[config.mk]
export PLATFORM = sky130hd
export DESIGN_NAME = cmp_ctrl
export DESIGN_NICKNAME = d
export VERILOG_FILES = /design/src/core/cmp_channel.v /design/src/core/cmp_ctrl.v
export VERILOG_INCLUDE_DIRS = /design/src /design/src/core
export SDC_FILE = /design/constraint.sdc
export NUM_CORES = 1
export LEC_CHECK = 0
export BUFFER_PORTS_ARGS = -buffer_cell sky130_fd_sc_hd__buf_2
export CAP_MARGIN = 0
export CELL_PAD_IN_SITES_DETAIL_PLACEMENT = 0
export CELL_PAD_IN_SITES_GLOBAL_PLACEMENT = 2
export CORE_ASPECT_RATIO = 0.8
export CORE_UTILIZATION = 25
export CTS_CLUSTER_SIZE = 30
export DETAILED_ROUTE_END_ITERATION = 10
export GPL_TIMING_DRIVEN = 0
export PLACE_DENSITY = 0.69
export SLEW_MARGIN = 0
export SYNTH_ARGS = -nofsm -noshare
export SYNTH_HDL_FRONTEND = slang
export SYNTH_SLANG_ARGS = --single-unit
[constraint.sdc]
create_clock -name aclk -period 2.8 [get_ports aclk]
set_clock_uncertainty 0.1 [all_clocks]
set_input_delay 0.14 -clock aclk [delete_from_list [all_inputs] [get_ports aclk]]
set_output_delay 0.14 -clock aclk [all_outputs]
set_load 0.02 [all_outputs]
[src/core/cmp_ctrl_defs.vh]
// Purpose: register map, field positions, reset values and timing counts
//          for the analog comparator control block
// Assumes: 10 MHz clock on aclk, 32-bit AXI4-Lite data, byte addresses
// Notes:   all offsets are byte addresses of aligned 32-bit words
`ifndef CMP_CTRL_DEFS_VH
`define CMP_CTRL_DEFS_VH

// ----------------------------------------------------------------------
// register map
// ----------------------------------------------------------------------
`define ADDR_W 8
`define CTL1_ADDR 8'hAC
`define CTL2_ADDR 8'hB0
`define INBUF_OFF_ADDR 8'hB4
`define IRQ_STATUS_ADDR 8'hB8
`define IRQ_ENABLE_ADDR 8'hBC

// ----------------------------------------------------------------------
// control register fields
// ----------------------------------------------------------------------
`define CTL_ON_BIT 5
`define CTL_POS_BIT 4
`define CTL_NEG_BIT 3
`define CTL_PIN_BIT 2
`define CTL_SYNC_BIT 1
`define CTL_FLAG_BIT 0
`define CTL_WR_MASK 8'h3C
`define CTL_RESET 8'h00

// ----------------------------------------------------------------------
// interrupt status / enable fields
// ----------------------------------------------------------------------
`define IRQ_ONE_BIT 0
`define IRQ_TWO_BIT 1
`define IRQ_GLOBAL_BIT 7
`define IRQ_EN_WR_MASK 8'h83
`define IRQ_EN_RESET 8'h00
`define INBUF_OFF_RESET 8'h00

// ----------------------------------------------------------------------
// timing
// ----------------------------------------------------------------------
`define CLK_PERIOD_NS 100
`define SETTLE_NS 10000
`define SETTLE_CYCLES ((`SETTLE_NS + `CLK_PERIOD_NS - 1) / `CLK_PERIOD_NS)

// ----------------------------------------------------------------------
// bus answers
// ----------------------------------------------------------------------
`define RESP_OKAY 2'b00
`define RESP_SLVERR 2'b10

`endif

[src/core/cmp_channel.v]
// Purpose: one comparator: input muxing, pin output, clock-domain
//          synchronizer, settling window and change detection
// Assumes: analog levels arrive as unsigned codes from the front end
// Notes:   HAS_POS_A = 0 models a comparator with no first positive pin
module cmp_channel #(
    parameter LEVEL_W = 8,
    parameter SETTLE_CYC = 100,
    parameter CNT_W = 7,
    parameter HAS_POS_A = 1
)(
    input wire aclk, // block clock
    input wire aresetn, // synchronous reset, active low
    input wire comparator_on, // enable field
    input wire positive_input_select, // 0: pin a, 1: pin b
    input wire negative_input_select, // 0: reference pin, 1: internal ref
    input wire result_pin_enable, // route result to output pin
    input wire [LEVEL_W-1:0] pos_a_lvl, // first positive pin level
    input wire [LEVEL_W-1:0] pos_b_lvl, // second positive pin level
    input wire [LEVEL_W-1:0] ref_pin_lvl, // reference pin level
    input wire [LEVEL_W-1:0] ref_int_lvl, // internal reference level
    output wire result_pin_o, // unsynchronized result to pin
    output wire result_pin_oe, // pin driven while routed
    output wire synced_result, // result on aclk, zero when off
    output wire change_evt // one-cycle pulse on valid change
);
    localparam [CNT_W-1:0] SETTLE_LOAD = SETTLE_CYC[CNT_W-1:0];

    reg sync1_r;
    reg sync2_r;
    reg synced_r;
    reg on_d_r;
    reg valid_d_r;
    reg [CNT_W-1:0] settle_r;
    wire pos_ok;
    wire [LEVEL_W-1:0] pos_lvl;
    wire [LEVEL_W-1:0] neg_lvl;
    wire raw;
    wire valid;

    // ------------------------------------------------------------------
    // comparison
    // ------------------------------------------------------------------
    assign pos_ok = positive_input_select | (HAS_POS_A != 0);
    assign pos_lvl = positive_input_select ? pos_b_lvl : pos_a_lvl;
    assign neg_lvl = negative_input_select ? ref_int_lvl : ref_pin_lvl;
    assign raw = pos_ok & (pos_lvl > neg_lvl);

    // the pin path is deliberately not clocked so it still works with
    // the clock stopped
    assign result_pin_oe = comparator_on & result_pin_enable;
    assign result_pin_o = result_pin_oe & raw;

    // ------------------------------------------------------------------
    // synchronizer, settling window, change detection
    // ------------------------------------------------------------------
    assign valid = comparator_on & on_d_r & (settle_r == {CNT_W{1'b0}});
    assign synced_result = synced_r;
    // both this and the previous cycle must be valid, so the first
    // sample after settling never counts as a change
    assign change_evt = valid & valid_d_r & (sync2_r != synced_r);

    always @(posedge aclk)
    begin
        if (!aresetn)
        begin
            sync1_r <= 1'b0;
            sync2_r <= 1'b0;
            synced_r <= 1'b0;
            on_d_r <= 1'b0;
            valid_d_r <= 1'b0;
            settle_r <= {CNT_W{1'b0}};
        end
        else
        begin
            sync1_r <= raw;
            sync2_r <= sync1_r;
            on_d_r <= comparator_on;
            valid_d_r <= valid;
            if (!comparator_on)
                settle_r <= {CNT_W{1'b0}};
            else if (!on_d_r)
                settle_r <= SETTLE_LOAD;
            else if (settle_r != {CNT_W{1'b0}})
                settle_r <= settle_r - {{(CNT_W-1){1'b0}}, 1'b1};
            synced_r <= valid ? sync2_r : 1'b0;
        end
    end
endmodule

[src/core/cmp_ctrl.v]
// Purpose: control and status for two analog comparators and the port 0
//          digital input disable, reached over AXI4-Lite
// Assumes: 10 MHz aclk; analog levels and port pins are asynchronous
// Notes:   one write and one read in flight; registers are 8 bits wide
//
// Functional notes
// - one input-disable bit per port 0 pin
// - disabled port pins read as zero
// - result high only when positive exceeds negative
// - positive from two pins, negative pin or internal
// - control fields pick eight or four configurations
// - output and flag invalid 10 us after enable
// - bit 5 enables the comparator
// - bit 4 selects the positive input pin
// - bit 3 selects reference pin or internal reference
// - bit 2 routes raw result to pin
// - bit 1 synced result, zero when disabled
// - bit 0 flag set on synced result change
// - interrupt needs comparator enable and global enable
// - comparators and wake-up work in low power
//
// The AXI4-Lite slave port was chosen for this implementation.
`include "cmp_ctrl_defs.vh"

module cmp_ctrl #(
    parameter LEVEL_W = 8,
    parameter SETTLE_CYC = `SETTLE_CYCLES,
    parameter CNT_W = 7
)(
    input wire aclk, // block clock, 10 MHz
    input wire aresetn, // synchronous reset, active low
    input wire [`ADDR_W-1:0] awaddr, // write address
    input wire awvalid, // write address valid
    output wire awready, // write address ready
    input wire [31:0] wdata, // write data
    input wire [3:0] wstrb, // write byte strobes
    input wire wvalid, // write data valid
    output wire wready, // write data ready
    output wire [1:0] bresp, // write response
    output wire bvalid, // write response valid
    input wire bready, // write response ready
    input wire [`ADDR_W-1:0] araddr, // read address
    input wire arvalid, // read address valid
    output wire arready, // read address ready
    output wire [31:0] rdata, // read data
    output wire [1:0] rresp, // read response
    output wire rvalid, // read data valid
    input wire rready, // read data ready
    input wire [LEVEL_W-1:0] cin1a_lvl, // comparator 1 positive pin a
    input wire [LEVEL_W-1:0] cin1b_lvl, // comparator 1 positive pin b
    input wire [LEVEL_W-1:0] cin2b_lvl, // comparator 2 positive pin b
    input wire [LEVEL_W-1:0] reference_pin_lvl, // shared reference pin
    input wire [LEVEL_W-1:0] vref_lvl, // internal reference level
    input wire [7:0] port0_pin_i, // port 0 pin levels
    output wire [7:0] port0_read_o, // port 0 value seen by software
    output wire [7:0] port_input_buffer_off, // per-pin buffer disable
    output wire res1_pin_o, // comparator 1 result pin
    output wire res1_pin_oe, // comparator 1 pin enable
    output wire res2_pin_o, // comparator 2 result pin
    output wire res2_pin_oe, // comparator 2 pin enable
    output wire irq // level interrupt, also wake request
);

    // ------------------------------------------------------------------
    // helpers
    // ------------------------------------------------------------------
    function addr_mapped;
        input [`ADDR_W-1:0] a;
        begin
            addr_mapped = (a == `CTL1_ADDR) || (a == `CTL2_ADDR) ||
                (a == `INBUF_OFF_ADDR) || (a == `IRQ_STATUS_ADDR) ||
                (a == `IRQ_ENABLE_ADDR);
        end
    endfunction

    function [7:0] ctl_view;
        input [7:0] ctl;
        input synced;
        input flag;
        begin
            ctl_view = (ctl & `CTL_WR_MASK) |
                ({7'h00, synced} << `CTL_SYNC_BIT) |
                ({7'h00, flag} << `CTL_FLAG_BIT);
        end
    endfunction

    // ------------------------------------------------------------------
    // state
    // ------------------------------------------------------------------
    reg aw_full_r;
    reg [`ADDR_W-1:0] aw_addr_r;
    reg w_full_r;
    reg [7:0] w_data_r;
    reg w_strb_r;
    reg bvalid_r;
    reg [1:0] bresp_r;
    reg rvalid_r;
    reg [7:0] rdata_r;
    reg [1:0] rresp_r;
    reg [7:0] ctl1_r;
    reg [7:0] ctl2_r;
    reg [7:0] inbuf_off_r;
    reg [7:0] irq_en_r;
    reg [1:0] flag_r;
    reg [1:0] flag_nxt;
    reg [7:0] p0_sync1_r;
    reg [7:0] p0_sync2_r;
    reg [7:0] port0_read_r;
    reg [7:0] read_mux;
    wire do_wr;
    wire wr_hit;
    wire [1:0] evt;
    wire [1:0] synced;
    wire [1:0] pending;

    // ------------------------------------------------------------------
    // comparators
    // ------------------------------------------------------------------
    cmp_channel #(
        .LEVEL_W(LEVEL_W),
        .SETTLE_CYC(SETTLE_CYC),
        .CNT_W(CNT_W),
        .HAS_POS_A(1)
    ) u_ch1 (
        .aclk(aclk),
        .aresetn(aresetn),
        .comparator_on(ctl1_r[`CTL_ON_BIT]),
        .positive_input_select(ctl1_r[`CTL_POS_BIT]),
        .negative_input_select(ctl1_r[`CTL_NEG_BIT]),
        .result_pin_enable(ctl1_r[`CTL_PIN_BIT]),
        .pos_a_lvl(cin1a_lvl),
        .pos_b_lvl(cin1b_lvl),
        .ref_pin_lvl(reference_pin_lvl),
        .ref_int_lvl(vref_lvl),
        .result_pin_o(res1_pin_o),
        .result_pin_oe(res1_pin_oe),
        .synced_result(synced[0]),
        .change_evt(evt[0])
    );

    // the second comparator has no first positive pin: with the select
    // bit low its positive input is absent and its result stays low
    cmp_channel #(
        .LEVEL_W(LEVEL_W),
        .SETTLE_CYC(SETTLE_CYC),
        .CNT_W(CNT_W),
        .HAS_POS_A(0)
    ) u_ch2 (
        .aclk(aclk),
        .aresetn(aresetn),
        .comparator_on(ctl2_r[`CTL_ON_BIT]),
        .positive_input_select(ctl2_r[`CTL_POS_BIT]),
        .negative_input_select(ctl2_r[`CTL_NEG_BIT]),
        .result_pin_enable(ctl2_r[`CTL_PIN_BIT]),
        .pos_a_lvl({LEVEL_W{1'b0}}),
        .pos_b_lvl(cin2b_lvl),
        .ref_pin_lvl(reference_pin_lvl),
        .ref_int_lvl(vref_lvl),
        .result_pin_o(res2_pin_o),
        .result_pin_oe(res2_pin_oe),
        .synced_result(synced[1]),
        .change_evt(evt[1])
    );

    // ------------------------------------------------------------------
    // interrupt
    // ------------------------------------------------------------------
    // no idle or power-down input gates anything here, so enabled
    // comparators and this request keep running in low-power modes
    assign pending = flag_r & irq_en_r[`IRQ_TWO_BIT:`IRQ_ONE_BIT];
    assign irq = irq_en_r[`IRQ_GLOBAL_BIT] & (|pending);

    // ------------------------------------------------------------------
    // AXI4-Lite write channel
    // ------------------------------------------------------------------
    assign awready = ~aw_full_r;
    assign wready = ~w_full_r;
    assign bvalid = bvalid_r;
    assign bresp = bresp_r;
    assign do_wr = aw_full_r & w_full_r & ~bvalid_r;
    assign wr_hit = do_wr & w_strb_r;

    always @(posedge aclk)
    begin
        if (!aresetn)
        begin
            aw_full_r <= 1'b0;
            aw_addr_r <= {`ADDR_W{1'b0}};
            w_full_r <= 1'b0;
            w_data_r <= 8'h00;
            w_strb_r <= 1'b0;
            bvalid_r <= 1'b0;
            bresp_r <= `RESP_OKAY;
        end
        else
        begin
            if (awvalid && !aw_full_r)
            begin
                aw_full_r <= 1'b1;
                aw_addr_r <= awaddr;
            end
            if (wvalid && !w_full_r)
            begin
                w_full_r <= 1'b1;
                w_data_r <= wdata[7:0];
                w_strb_r <= wstrb[0];
            end
            if (do_wr)
            begin
                aw_full_r <= 1'b0;
                w_full_r <= 1'b0;
                bvalid_r <= 1'b1;
                bresp_r <= addr_mapped(aw_addr_r) ? `RESP_OKAY : `RESP_SLVERR;
            end
            else if (bvalid_r && bready)
                bvalid_r <= 1'b0;
        end
    end

    // ------------------------------------------------------------------
    // registers and change flags
    // ------------------------------------------------------------------
    // a change in the same cycle as a clear wins, so no event is lost
    always @*
    begin
        flag_nxt = flag_r;
        if (wr_hit && aw_addr_r == `CTL1_ADDR && !w_data_r[`CTL_FLAG_BIT])
            flag_nxt[0] = 1'b0;
        if (wr_hit && aw_addr_r == `CTL2_ADDR && !w_data_r[`CTL_FLAG_BIT])
            flag_nxt[1] = 1'b0;
        if (wr_hit && aw_addr_r == `IRQ_STATUS_ADDR)
            flag_nxt = flag_nxt & ~w_data_r[`IRQ_TWO_BIT:`IRQ_ONE_BIT];
        flag_nxt = flag_nxt | evt;
    end

    always @(posedge aclk)
    begin
        if (!aresetn)
        begin
            ctl1_r <= `CTL_RESET;
            ctl2_r <= `CTL_RESET;
            inbuf_off_r <= `INBUF_OFF_RESET;
            irq_en_r <= `IRQ_EN_RESET;
            flag_r <= 2'b00;
        end
        else
        begin
            flag_r <= flag_nxt;
            if (wr_hit)
            begin
                if (aw_addr_r == `CTL1_ADDR)
                    ctl1_r <= w_data_r & `CTL_WR_MASK;
                else if (aw_addr_r == `CTL2_ADDR)
                    ctl2_r <= w_data_r & `CTL_WR_MASK;
                else if (aw_addr_r == `INBUF_OFF_ADDR)
                    inbuf_off_r <= w_data_r;
                else if (aw_addr_r == `IRQ_ENABLE_ADDR)
                    irq_en_r <= w_data_r & `IRQ_EN_WR_MASK;
            end
        end
    end

    // ------------------------------------------------------------------
    // port 0 input path
    // ------------------------------------------------------------------
    assign port_input_buffer_off = inbuf_off_r;
    assign port0_read_o = port0_read_r;

    always @(posedge aclk)
    begin
        if (!aresetn)
        begin
            p0_sync1_r <= 8'h00;
            p0_sync2_r <= 8'h00;
            port0_read_r <= 8'h00;
        end
        else
        begin
            p0_sync1_r <= port0_pin_i;
            p0_sync2_r <= p0_sync1_r;
            port0_read_r <= p0_sync2_r & ~inbuf_off_r;
        end
    end

    // ------------------------------------------------------------------
    // AXI4-Lite read channel
    // ------------------------------------------------------------------
    assign arready = ~rvalid_r;
    assign rvalid = rvalid_r;
    assign rresp = rresp_r;
    assign rdata = {24'h000000, rdata_r};

    always @*
    begin
        read_mux = 8'h00;
        if (araddr == `CTL1_ADDR)
            read_mux = ctl_view(ctl1_r, synced[0], flag_r[0]);
        else if (araddr == `CTL2_ADDR)
            read_mux = ctl_view(ctl2_r, synced[1], flag_r[1]);
        else if (araddr == `INBUF_OFF_ADDR)
            read_mux = inbuf_off_r;
        else if (araddr == `IRQ_STATUS_ADDR)
            read_mux = {6'h00, flag_r};
        else if (araddr == `IRQ_ENABLE_ADDR)
            read_mux = irq_en_r;
    end

    always @(posedge aclk)
    begin
        if (!aresetn)
        begin
            rvalid_r <= 1'b0;
            rdata_r <= 8'h00;
            rresp_r <= `RESP_OKAY;
        end
        else
        begin
            if (arvalid && !rvalid_r)
            begin
                rvalid_r <= 1'b1;
                rdata_r <= read_mux;
                rresp_r <= addr_mapped(araddr) ? `RESP_OKAY : `RESP_SLVERR;
            end
            else if (rvalid_r && rready)
                rvalid_r <= 1'b0;
        end
    end

endmodule

Yosys cells after proc, flatten, opt, wreduce, memory -nomap -nowiden
Cells that the tools add are included.
{ "word_totals": {"regBits": 102, "in_bits": 107, "output_inout_bits": 62, "elab_cells": 147} }
{ "op_classes": {"addsub": 2, "n_lt_le_gt_ge": 2, "eq_ne": 14, "muxes": 22, "bitwise_logic": 35, "reduce_logical": 40} }
{ "ops": {"columns": ["op", "n"], "rows": [
  ["8-bit == test (second input constant)", 10],
  ["8-bit two-way mux", 9],
  ["7-bit two-way mux", 4],
  ["1-bit AND", 17],
  ["8-bit greater-than comparator", 2],
  ["7-bit zero test", 2],
  ["7-bit nonzero test", 2],
  ["7-bit by 1-bit subtractor with 7-bit output (second input constant)", 2],
  ["6-bit by 1-bit bitwise OR with 6-bit output", 2],
  ["6-bit by 2-bit bitwise OR with 6-bit output", 2],
  ["1-bit logical AND", 10],
  ["2-bit AND reduction", 5],
  ["3-bit AND reduction", 3],
  ["8-bit AND", 1],
  ["1-bit logical OR", 8],
  ["1-bit NOT", 8],
  ["8-bit NOT", 1],
  ["1-bit two-way mux", 6],
  ["2-bit two-way mux", 3],
  ["5-bit AND reduction", 1],
  ["2-bit AND", 2],
  ["1-bit zero test", 4],
  ["2-bit != test (second input constant)", 2],
  ["4-bit AND reduction", 1],
  ["other kinds (5)", 8]
]} }

Logic depth before layout (Yosys ltp)
{ "logic_depth": {"word_depth": 9, "mapped_depth": 7, "depth_no_buf": 6} }

By module
Synthesis repeated with hierarchy kept, for this count alone.
{ "unflattened": {"cells_unflattened": 515, "area_unflattened_um2": 4804.6} }
{ "modules_own_cells": {"columns": ["module", "instances", "cells_per_inst", "area_per_inst_um2", "seq_area_each_um2"], "rows": [
  ["cmp_ctrl", 1, 334, 3115.5, 1521.5],
  ["cmp_channel (u_ch1)", 1, 89, 848.3, 240.2],
  ["cmp_channel (u_ch2)", 1, 92, 840.8, 240.2]
]} }

Least setup slack after synthesis
OpenSTA, ideal clock, no wires.
{ "synth_timing": {"path_kind": "register -> output", "from": "register ctl2_r[3]", "to": "output res2_pin_o", "t_arrival_ns": 2.090, "t_required_ns": 2.560, "setup_slack_ns": 0.470, "path_stages_with_launch": 8, "path_buffers": 1, "path_cell_list": "dfxtp_1 clkbuf_1 mux2_2 ha_1 nor2b_1 o21ai_0 and3b_1 nor3b_1"} }
{ "synth_between": {"elab_chain_cells": 4} }
{ "synth_rtl": {"columns": ["element", "line_no", "source"], "rows": [
  ["start, declared", "cmp_ctrl.v:101", "reg [7:0] ctl2_r;"],
  ["start signal, assigned", "cmp_ctrl.v:241", "ctl2_r <= `CTL_RESET;"],
  ["start signal, assigned", "cmp_ctrl.v:254", "ctl2_r <= w_data_r & `CTL_WR_MASK;"],
  ["8-bit two-way mux", "cmp_channel.v:45", "assign neg_lvl = negative_input_select ? ref_int_lvl : ref_pin_lvl;"],
  ["8-bit greater-than comparator", "cmp_channel.v:46", "assign raw = pos_ok & (pos_lvl > neg_lvl);"],
  ["1-bit AND", "cmp_channel.v:46", null],
  ["1-bit AND", "cmp_channel.v:51", "assign result_pin_o = result_pin_oe & raw;"],
  ["end, declared", "cmp_ctrl.v:59", "output wire res2_pin_o,"]
]} }
Every way passes these cells.

Worst setup path after layout
{ "layout_timing": {"from": "register ctl1_r[3]", "to": "output res1_pin_o"} }
{ "layout_between": {"elab_chain_cells": 3} }
{ "layout_rtl": {"columns": ["element", "line_no", "source"], "rows": [
  ["start, declared", "cmp_ctrl.v:100", "reg [7:0] ctl1_r;"],
  ["start signal, assigned", "cmp_ctrl.v:240", "ctl1_r <= `CTL_RESET;"],
  ["start signal, assigned", "cmp_ctrl.v:252", "ctl1_r <= w_data_r & `CTL_WR_MASK;"],
  ["8-bit two-way mux", "cmp_channel.v:45", null],
  ["8-bit greater-than comparator", "cmp_channel.v:46", null],
  ["1-bit AND", "cmp_channel.v:51", null],
  ["end, declared", "cmp_ctrl.v:57", "output wire res1_pin_o,"]
]} }
Every way passes these cells.

==> reports/metrics.cfg <==
[cells_and_area]
final_common_cell = buf_2
syn2layout_area_growth_pct = 32.6
utilization = 0.337
fin_nets = 819
diodes = 0
final_area_um2 = 6380
layout_common_cells = 115 x buf_2, 98 x dfxtp_1, 47 x nand2_1, 43 x mux2i_1, 33 x nor2b_1
drive_gt1_frac = 0.251

[job]
cap_violations = 0

[routing]
drtIter0Drc = 163
ant_nets = 0
first_pass_iters = 5
drc = 0
via_count = 4093
routedWlPerCell_um = 13.8
wirelength_mm = 13.2
vias_per_cell = 4.29

[pwr]
power_per_cell_area_nw_per_um2 = 479
cellLeakagePower_nw = 2.94
vdd_drop_max_uv = 257
power.total_mw = 3.06

[floorplan]
core_um2 = 18900
ios = 169
placementRows = 45
die-area_um2 = 19800
die_w_um = 157
initial_core_util = 0.254
fp.dieH_um = 126

[grt]
grt_max_degree = 19
grt_usage = 0.140
grt_antenna_before_repair = 0
grt_pass1_wl_mm = 21.1
grt_overflow = 0
first_global_vias = 4023

[critical_path]
cp-start-kind = flip-flop
ff2ff_path_depth = 6
worst-setup-path-type = flip-flop to output port
cp_data_required_time_ps = 2560
path_cells = mux2i_1 -> ha_1 -> a21oi_1 -> nand2_1 -> a21oi_1 -> a21oi_1 -> buf_2
path_delay_family = flip-flops
path_buf_inv = 1
crit_path_max_incr_delay_ps = 670
path_depth = 7
critPathMostFrequentCell = a21oi_1
critPathArrivalTime_ps = 2360
crit_slowest_cell = dfxtp_1
setup.worst_path.end_class = output port
path_max_fanout = 10

[min_path]
hold_depth = 4
min_path_type = input pin to flip-flop

[timing]
rsz0062_at_grt = false
fmax_mhz = 385
slew_viol_final = 0
hold_viol = 0
fin_setup_tns_ps = 0
slew_headroom = 0.286
period_share = 0.927
worst_pin_slew_ps = 1070
setup_viol = 0
finalCriticalPeriod_ps = 2600

[run_status]
status = finished clean

[clocking]
cts_setup_buffers = 0
clk_pin_slew_worst_paths_ps = 70
numCtsBuffers = 9
cts.sinks = 100
tritoncts = yes
htreeDepth = 3
clk_latency_ps = 360
cts_buffer_depth = 2
cts-root-buf = clkbuf_16

[yosys]
async_flop_share = 0
syn_area_um2 = 4810
synth_cells = 514
yosys_most_used_dff = dfxtp_1
synth-edff-count = 0
yosysSeqAreaShare = 0.416
synth_cell_types = 53
avgSynthCellArea_um2 = 9.37
yosysWarnings = 0
ys_seq_elements = 100

[placement]
dp_hpwl_mm = 10.3
place_area_um2 = 5810
gp_congestion = 0.737
portBuffers = 115

-- logic make-up (layout without fill, tap and decap cells) --
family / after synthesis / in the layout / share of synthesized area
and+or+nand+nor: 196 / 196 / 0.229
buffers and inverters: 60 / 218 / 0.0670
adders and majority gates: 20 / 20 / 0.0520
xor gates and xnor gates: 8 / 8 / 0.0146
other: 1 / 26 / 0.000779
muxes: 52 / 52 / 0.110
AOI/OAI and AO/OA: 77 / 77 / 0.110
DFF: 100 / 100 / 0.416
-- final cells by class --
type	instances	area [µm²]
sequential	100	2000
fill	1998	12500
clock buffer	9	225
clock inverter	7	58.8
buffer	44	263
timing repair buffer	145	876
multi-input combinational	379	2580
tap	258	323
inverter	13	48.8
-- sequential cells by signal (all words and copies together), names as in the netlist, 2 cells and up --
signal / cells
ctl1_r: 4
u_ch1.settle_r: 7
u_ch2.settle_r: 7
w_data_r: 8
port0_read_o: 8
ctl2_r: 4
port_input_buffer_off: 8
irq_en_r: 3
p0_sync1_r: 8
flag_r: 2
rdata_r: 8
p0_sync2_r: 8
aw_addr_r: 8
-- worst paths after layout --
check	startpoint	to	slack, ps
max	ctl1_r[3]	res1_pin_o	200
min	araddr[4]	rresp[1]	80
max reg2reg	ctl1_r[3]	u_ch1.sync1_r	760
min reg2reg	p0_sync2_r[0]	port0_read_o[0]	310
-- synthesized netlist by cell type, types with 2 or more instances --
cell type,number,area [µm²]
mux2_2,9,101
a221o_1,4,40.0
ha_1,20,250
a22o_1,4,35.0
nor3_1,6,30.0
and3b_1,6,52.6
and3_1,5,31.3
and2_1,32,200
nor2b_1,33,206
a21oi_1,17,85.1
o21ai_0,12,60.1
a21boi_0,11,82.6
o211a_1,2,20.0
nor2_1,28,105
clkbuf_1,21,78.8
a41o_1,2,20.0
xnor2_1,5,43.8
xor2_1,3,26.3
o211ai_1,2,15.0
nand4_1,7,43.8
inv_1,13,48.8
nand2_1,47,176
nand3b_1,2,15.0
a31oi_1,7,43.8
buf_4,26,195
a211oi_1,5,37.5
nand2b_1,3,18.8
nand3_1,8,40.0
or3_1,2,12.5
nor3b_1,6,45.0
dfxtp_1,100,2000
nand4_2,2,25.0
mux2i_1,43,430
nor4_1,2,12.5
-- what timing repair did --
action,CTS,global route
resized for setup,0,2
setup endpoints to repair,2,2
hold buffers,30,0
cloned,0,0
hold endpoints to repair,29,0
-- layer usage --
layer | vias to the layer above | share of wire | track usage
li1 | 2091 | - | -
met2 | 85 | 0.46 | 0.235
met1 | 1903 | 0.48 | 0.178
met5 | - | 0 | 0
met3 | 14 | 0.049 | 0.0348
met4 | 0 | 0.0095 | 0.0394
-- where the power goes --
group | internal [mW] | switching, mW | leakage, nW | total (mW)
combinational | 0.175 | 0.188 | 1.99 | 0.363
sequential | 1.46 | 0.0263 | 0.815 | 1.49
clock | 0.617 | 0.592 | 0.138 | 1.21
total | 2.25 | 0.806 | 2.94 | 3.06
-- worst reg2reg max path: cells and delay by family (launching register included) --
family                   cells  cell delay [ps]
multiplexers                 1              410
adder cells (fa/ha/maj)      1              270
flip-flops                   1              670
AO/OA/AOI/OAI                1               40
AND/OR/NAND/NOR              3              440
-- stage by stage --
stage	hold slack [ps]	worst slack [ps]	std cells
finish	83.3	204	955
global route	99.8	48.0	955
CTS	65.4	33.2	956
detailed placement	253	300	912
global placement	252	320	912
floorplan	156	470	539
Power figures use the tool's default switching activity.
